==> src/intc_params.svh <==
`ifndef INTC_PARAMS_SVH
`define INTC_PARAMS_SVH
`define ADDR_PIN_LEVEL   7'h0F
`define ADDR_EDGE_SEL    7'h1F
`define ADDR_SRC_EN      7'h2F
`define ADDR_SER_REQ     7'h3D
`define ADDR_TMR_REQ     7'h3E
`define ADDR_EXT_REQ     7'h3F
`define VEC_EXT          11'h003
`define VEC_TMR          11'h002
`define VEC_SER          11'h001
`define CYCLE_CLOCKS     16
`define PHASE_CLOCKS     4
`define RECOG_CLOCK      4'h7
`define LAST_CLOCK       4'hF
`define DEFER_CYCLES     2'h2
`define EDGE_RISE        2'h0
`define EDGE_FALL        2'h1
`define STATUS_CLEAR     5'h00
`define EXT_BIT          0
`define TMR_BIT          1
`define SER_BIT          2
`endif

==> src/intc_pkg.sv <==
package intc_pkg;
   typedef logic [10:0] pc_t;
   typedef logic [4:0]  status_t;
   typedef enum logic [1:0] {
      SRC_NONE,
      SRC_EXT,
      SRC_TMR,
      SRC_SER
   } source_e;
endpackage

==> src/req_flag_if.sv <==
`timescale 1ns/1ps
interface req_flag_if;
   logic [2:0] events;
   logic [2:0] sw_wr;
   logic [2:0] sw_val;
   logic [2:0] ack;
   logic       tmr_clr;
   logic [2:0] flags;
   modport bank (input events, sw_wr, sw_val, ack, tmr_clr, output flags);
   modport ctrl (output events, sw_wr, sw_val, ack, tmr_clr, input flags);
endinterface

==> src/req_flag_bank.sv <==
`timescale 1ns/1ps
`include "intc_params.svh"
module req_flag_bank
   import intc_pkg::*;
(
   input  wire logic clock,   // System clock
   input  wire logic srst,    // Sync reset
   req_flag_if.bank  rf       // Flag controls
);
   typedef struct packed {
      logic [2:0] flags;
   } bank_s;

   bank_s st_reg;
   bank_s st_next;

   genvar i;
   logic [2:0] nxt;
   generate
      for (i = 0; i < 3; i++) begin : g_flag
         // Hardware events beat any clear in the same cycle
         always_comb begin
            nxt[i] = st_reg.flags[i];
            if (rf.ack[i]) begin
               nxt[i] = 1'b0;
            end
            if (rf.sw_wr[i]) begin
               nxt[i] = rf.sw_val[i];
            end
            if (i == `TMR_BIT && rf.tmr_clr) begin
               nxt[i] = 1'b0;
            end
            if (rf.events[i]) begin
               nxt[i] = 1'b1;
            end
         end
      end
   endgenerate

   always_comb begin
      st_next = st_reg;
      st_next.flags = nxt;
   end

   always_ff @(posedge clock) begin
      if (srst) begin
         st_reg <= '0;
      end else begin
         st_reg <= st_next;
      end
   end

   assign rf.flags = st_reg.flags;
endmodule

==> src/vectored_interrupt_control.sv <==
`timescale 1ns/1ps
`include "intc_params.svh"
module vectored_interrupt_control
   import intc_pkg::*;
(
   input  wire logic       clock,        // System clock, 25 MHz
   input  wire logic       srst,         // Sync reset, active high
   input  wire logic       pin_filtered, // Noise-filtered external pin
   input  wire logic       tmr_match,    // Timer count equals modulo
   input  wire logic       ser_done,     // Serial end of transfer
   input  wire logic       tmr_clear_bit,// Timer clear bit written with 1
   input  wire logic       stop_exec,    // Oscillator stop executed
   input  wire logic       set_global_en_op,       // Enable op this cycle
   input  wire logic       clr_global_en_op,       // Disable op this cycle
   input  wire logic       return_from_handler_op, // Return op this cycle
   input  wire logic       table_move_op,          // Table move in progress
   input  wire logic       skip_met,     // Skip condition met
   input  wire logic       reg_read_op,  // Register read strobe
   input  wire logic       reg_write_op, // Register write strobe
   input  wire logic [6:0] reg_addr,     // Register file address
   input  wire logic [3:0] reg_wdata,    // Write data
   input  wire pc_t        pc_in,        // Return address
   input  wire status_t    status_in,    // Live status word
   output logic [3:0]      reg_rdata,    // Read data
   output logic            reg_hit,      // Address is one of ours
   output logic [1:0]      cycle_phase,  // Current four-clock phase
   output logic            int_cycle,    // Preparation cycle running
   output logic            vector_load,  // Load vector into PC, one pulse
   output pc_t             vector_addr,  // Branch target
   output logic            stack_push,   // Push return address, one pulse
   output pc_t             push_addr,    // Address to push
   output logic            stack_pop,    // Pop address stack, one pulse
   output logic            status_load,  // Load status word, one pulse
   output status_t         status_out    // Value for the status word
);
   typedef struct packed {
      logic [3:0] clk_cnt;
      logic       global_en;
      logic       en_pend;
      logic       pin_last;
      logic [1:0] edge_sel;
      logic [2:0] src_en;
      logic [1:0] defer_cnt;
      logic       pending;
      source_e    pend_src;
      logic       in_int;
      status_t    int_stack;
      logic       vec_load;
      pc_t        vec;
      logic       push;
      pc_t        paddr;
      logic       pop;
      logic       sload;
      status_t    sval;
   } ctl_s;

   ctl_s st_reg;
   ctl_s st_next;

   req_flag_if rf ();

   req_flag_bank u_flags (
      .clock (clock),
      .srst  (srst),
      .rf    (rf)
   );

   logic       end_of_cycle;
   logic       recog_edge;
   logic       pin_rise;
   logic       pin_fall;
   logic       ext_event;
   logic [2:0] armed;
   source_e    winner;
   logic       wr_hit;

   assign end_of_cycle = (st_reg.clk_cnt == `LAST_CLOCK);
   assign recog_edge = (st_reg.clk_cnt == `RECOG_CLOCK);
   assign pin_rise = pin_filtered & ~st_reg.pin_last;
   assign pin_fall = ~pin_filtered & st_reg.pin_last;

   always_comb begin
      case (st_reg.edge_sel)
         `EDGE_RISE: ext_event = pin_rise;
         `EDGE_FALL: ext_event = pin_fall;
         default:    ext_event = pin_rise | pin_fall;
      endcase
   end

   assign armed = rf.flags & st_reg.src_en & {3{st_reg.global_en}};

   always_comb begin
      if (armed[`EXT_BIT]) begin
         winner = SRC_EXT;
      end else if (armed[`TMR_BIT]) begin
         winner = SRC_TMR;
      end else if (armed[`SER_BIT]) begin
         winner = SRC_SER;
      end else begin
         winner = SRC_NONE;
      end
   end

   assign wr_hit = reg_write_op & ~st_reg.in_int;
   assign rf.events = {ser_done, tmr_match, ext_event};
   assign rf.tmr_clr = tmr_clear_bit | stop_exec;
   assign rf.sw_val = {3{reg_wdata[0]}};
   assign rf.sw_wr = {wr_hit && reg_addr == `ADDR_SER_REQ,
                      wr_hit && reg_addr == `ADDR_TMR_REQ,
                      wr_hit && reg_addr == `ADDR_EXT_REQ};

   always_comb begin
      st_next = st_reg;
      st_next.vec_load = 1'b0;
      st_next.push = 1'b0;
      st_next.pop = 1'b0;
      st_next.sload = 1'b0;
      rf.ack = 3'h0;
      st_next.clk_cnt = st_reg.clk_cnt + 4'h1;
      st_next.pin_last = pin_filtered;

      if (reg_write_op) begin
         case (reg_addr)
            `ADDR_EDGE_SEL: st_next.edge_sel = reg_wdata[1:0];
            `ADDR_SRC_EN:   st_next.src_en = reg_wdata[2:0];
            default:        st_next.edge_sel = st_reg.edge_sel;
         endcase
      end

      // Enable waits for the following instruction to finish
      if (set_global_en_op && end_of_cycle) begin
         st_next.en_pend = 1'b1;
      end else if (st_reg.en_pend && end_of_cycle) begin
         st_next.en_pend = 1'b0;
         st_next.global_en = 1'b1;
      end
      if (clr_global_en_op) begin
         st_next.global_en = 1'b0;
         st_next.en_pend = 1'b0;
      end

      if (recog_edge && !st_reg.pending && !st_reg.in_int &&
          winner != SRC_NONE) begin
         st_next.pending = 1'b1;
         st_next.pend_src = winner;
         // Deferred ops hold acceptance back by one more whole cycle
         if (table_move_op || set_global_en_op || skip_met ||
             st_reg.en_pend) begin
            st_next.defer_cnt = `DEFER_CYCLES;
         end else begin
            st_next.defer_cnt = 2'h0;
         end
      end

      if (st_reg.pending && end_of_cycle) begin
         if (st_reg.defer_cnt > 2'h1) begin
            st_next.defer_cnt = st_reg.defer_cnt - 2'h1;
         end else begin
            st_next.pending = 1'b0;
            st_next.defer_cnt = 2'h0;
            st_next.in_int = 1'b1;
            st_next.push = 1'b1;
            st_next.paddr = pc_in;
            st_next.int_stack = status_in;
            st_next.sload = 1'b1;
            st_next.sval = `STATUS_CLEAR;
            st_next.vec_load = 1'b1;
            // Handler runs masked, as the single-level stack cannot nest
            st_next.global_en = 1'b0;
            st_next.en_pend = 1'b0;
            case (st_reg.pend_src)
               SRC_EXT: begin
                  st_next.vec = `VEC_EXT;
                  rf.ack[`EXT_BIT] = 1'b1;
               end
               SRC_TMR: begin
                  st_next.vec = `VEC_TMR;
                  rf.ack[`TMR_BIT] = 1'b1;
               end
               SRC_SER: begin
                  st_next.vec = `VEC_SER;
                  rf.ack[`SER_BIT] = 1'b1;
               end
               default: st_next.vec = st_reg.vec;
            endcase
         end
      end

      if (st_reg.in_int && end_of_cycle && !st_reg.push) begin
         st_next.in_int = 1'b0;
      end

      if (return_from_handler_op && end_of_cycle) begin
         // Global enable left as it is
         st_next.pop = 1'b1;
         st_next.sload = 1'b1;
         st_next.sval = st_reg.int_stack;
      end
   end

   always_ff @(posedge clock) begin
      if (srst) begin
         st_reg <= '0;
      end else begin
         st_reg <= st_next;
      end
   end

   // Global enable has no read path on purpose
   always_comb begin
      reg_hit = 1'b1;
      case (reg_addr)
         `ADDR_PIN_LEVEL: reg_rdata = {3'h0, pin_filtered};
         `ADDR_EDGE_SEL:  reg_rdata = {2'h0, st_reg.edge_sel};
         `ADDR_SRC_EN:    reg_rdata = {1'h0, st_reg.src_en};
         `ADDR_SER_REQ:   reg_rdata = {3'h0, rf.flags[`SER_BIT]};
         `ADDR_TMR_REQ:   reg_rdata = {3'h0, rf.flags[`TMR_BIT]};
         `ADDR_EXT_REQ:   reg_rdata = {3'h0, rf.flags[`EXT_BIT]};
         default: begin
            reg_rdata = 4'h0;
            reg_hit = 1'b0;
         end
      endcase
      if (!reg_read_op) begin
         reg_rdata = 4'h0;
      end
   end

   assign cycle_phase = st_reg.clk_cnt[3:2];
   assign int_cycle = st_reg.in_int;
   assign vector_load = st_reg.vec_load;
   assign vector_addr = st_reg.vec;
   assign stack_push = st_reg.push;
   assign push_addr = st_reg.paddr;
   assign stack_pop = st_reg.pop;
   assign status_load = st_reg.sload;
   assign status_out = st_reg.sval;
endmodule

==> config.mk <==
export PLATFORM = sky130hd
export DESIGN_NAME = vectored_interrupt_control
export DESIGN_NICKNAME = d
export VERILOG_FILES = /design/src/intc_pkg.sv /design/src/req_flag_if.sv /design/src/req_flag_bank.sv /design/src/vectored_interrupt_control.sv
export VERILOG_INCLUDE_DIRS = /design/src
export SDC_FILE = /design/constraint.sdc
export NUM_CORES = 1
export LEC_CHECK = 0
export BUFFER_PORTS_ARGS = -buffer_cell sky130_fd_sc_hd__buf_4
export CAP_MARGIN = 20
export CORE_MARGIN = 3
export CORE_UTILIZATION = 50
export CTS_BUF_LIST = sky130_fd_sc_hd__clkbuf_8
export CTS_CLUSTER_DIAMETER = 200
export DETAILED_ROUTE_END_ITERATION = 6
export HOLD_SLACK_MARGIN = 0.1
export PLACE_DENSITY = 0.8
export SLEW_MARGIN = 20
export SYNTH_ARGS = -nofsm -noshare
export SYNTH_HDL_FRONTEND = slang
export SYNTH_HIERARCHICAL = 1
export SYNTH_SLANG_ARGS = --single-unit
==> constraint.sdc <==
create_clock -name clock -period 2.15 [get_ports clock]
set_input_delay 0.215 -clock clock [delete_from_list [all_inputs] [get_ports clock]]
set_output_delay 0.215 -clock clock [all_outputs]
set_load 0.01 [all_outputs]
==> metrics.txt <==
Ports=80; Setup crit start kind=flop; P_leak=0.00116 uW; VDD IR max=around 0.43 mV; Synth cell types=45; Starting Density=between 50% and 60%; Yosys reg bits=47; Hold WC Path Type=in2reg; Multi-input gate area=roughly 0.0011 sq mm; Post-synth EDFFs=0; Core ar.=about 0.0042 sq mm; Synth area leaders=dfxtp_1 41%, buf_4 10%, nand2_1 8.1%; Layout Cells excl Fill=370; DP HPWL=approximately 3.4 mm; maximum clock frequency=between 500 and 600 MHz; DR top layer=met4; 1st-iter DRT viols=around 110; Pwr Density=~640 mW/mm^2; DR vias=between 1500 and 2000; clock skew=0.00916 ns; critical path arrival=1.98 ns; list of most frequent post-synthesis cells=49 x nand2_1, 47 x dfxtp_1, 33 x a21oi_1; number of global-route vias before repair=roughly 1700; worst endpoint required time=around 2.4 ns; area growth from synthesis to layout=21.2%; Mean Syn Cell Area=about 8.3 sq um; final setup fails=0; hold buffers post-CTS=1; clk_lat worst skew=approximately 0.3 ns; Die Ht=73.5 microns; H-tree Lvls=2; routed len/inst=about 13 microns; dominant synthesized flop cell=dfxtp_1; Die W=73.5 microns; CTS buffer count=5; Tot GR Track Use=between 15 and 20%; Syn Inst Count=between 200 and 300; post_cts resized=0; clock buffer depth=2; largest net degree at the start of global routing=50; R2R setup slack=around 0.39 ns; most instantiated library cell after synthesis=nand2_1; Max-Cap Viols=0; share of cells above drive strength 1=roughly 28%; met3 routed WL=between 300 and 400 microns; gpl congestion=approximately 0.80; row count=23; Async SR Flop Fraction=0%; synth warn=6; crit-path max FO=6; Mapped Area=between 0.002 and 0.0025 sq mm; Final Total Pwr=approximately 1800 uW; Filler Cells Inserted=378; nets=between 300 and 400; met2 wire len=2.19 mm; CTS tree=built; post-synthesis sequential area ratio=about two fifths; CTS root buf=clkbuf_8; most area-hungry cell type in the Yosys netlist=dfxtp_1; crit share post-route=81.8%; Slew Limit Fails=0; DRT Pass-1 Iters=4; Post-CTS Setup Repair Bufs=0; storage element area=941 sq um; WL met1=~2.0 mm; TNS Setup=0 ns; final hold violation count=0; Worst Path Class, Setup=reg2reg; Port Buffers=68; status=complete, no violations; top-area cell type share of the netlist area=slightly above 40%; Hold WS=about 0.15 ns; unrepaired setup endpoints after global routing=false; drt total wl=approximately 4.7 mm; max reg flops=20; Via density=5.21; Routed Antenna Nets=0; CP Capture Type=flop; Placed Cells=around 360; ANT cells=0; clock slew at reported path FFs=around 0.080 ns; # DRC=0; grt total ovfl=0; Sink Count=47; initial antenna violation count=0; first-pass GRT wire length=7.49 mm; die area=roughly 0.0054 sq mm; crit path time final=1.76 ns
-- stage by stage --
stage,worst slack [ns],instance area (sq um),utilization (%)
5_1_grt,0.274,2760,65.8
3_5_place_dp,0.292,2620,62.4
2_1_floorplan,0.220,2310,-
6_report,0.391,2760,65.8
4_1_cts,0.390,2760,65.8
3_3_place_gp,0.317,2620,62.4
-- path summary, 6_finish.rpt --
| check | startpoint | endpoint | cells past startpoint |
|---|---|---|---|
| worst max-delay path | int_cycle | u_flags/rf.flags[1] | 4 |
| worst min-delay path | reg_wdata[2] | st_reg[44] | 3 |
| worst max register to register | int_cycle | u_flags/rf.flags[1] | 4 |
| worst min register to register | st_reg[50] | st_reg[50] | 1 |
-- report_power, final --
part	internal, uW	switching [uW]
sequential	880	9.10
combinational	72.5	60.2
clock	460	283
total	1410	352
-- cells in the final DEF (no fill, tap or decap), types with 2 or more instances in the layout --
cell type,netlist,routed
buf_4,31,70
nand2_1,49,49
dfxtp_1,47,47
a21oi_1,33,33
nor2_1,21,21
conb_1,1,10
nand3_1,9,9
inv_1,7,8
nand3b_1,6,6
mux2i_1,6,6
clkbuf_8,0,5
nor2b_1,4,4
o21ai_0,4,4
nor4_1,4,4
or2_2,3,3
ha_1,3,3
nand4_1,2,2
nor3_1,2,2
and2_1,2,2
a211oi_1,2,2
xor2_1,2,2
nor3b_1,2,2
and3_1,2,2
bufinv_16,0,2
or3b_2,2,2
-- logic make-up (layout without fill, tap and decap cells) --
logic type / count (synthesis) / in the layout / share of synthesized area [%]
AO/OA/AOI/OAI: 46 / 46 / 12.6
XOR/XNOR: 3 / 3 / 1.15
adder cells (fa/ha/maj): 3 / 3 / 1.65
buffers and inverters: 50 / 86 / 13.5
flip-flops: 47 / 47 / 41.3
multiplexers: 7 / 7 / 3.62
other: 1 / 10 / 0.164
AND/OR/NAND/NOR: 118 / 118 / 26.1
-- cell type report --
type / count / share of cell area [%]
tap: 50 / 2.26
multi-input combinational: 187 / 38.5
inverter: 7 / 0.951
timing repair buffer: 71 / 19.4
clock buffer: 5 / 2.49
clock inverter: 3 / 2.31
sequential: 47 / 34.1
-- worst max-delay path: stages, from the launching register on --
cell      delay, ns
dfxtp_1        0.37
or4_2          0.69
nor3b_1        0.27
a21oi_1        0.12
a221oi_2       0.23
-- per-layer routing --
metal | track usage [%] | vias to the layer above
li1 | - | 974
met1 | 22.0 | 882
met2 | 28.4 | 65
met3 | 5.06 | 7
met4 | 5.43 | 0
met5 | 0 | -
(Power assumes the default switching activity.)
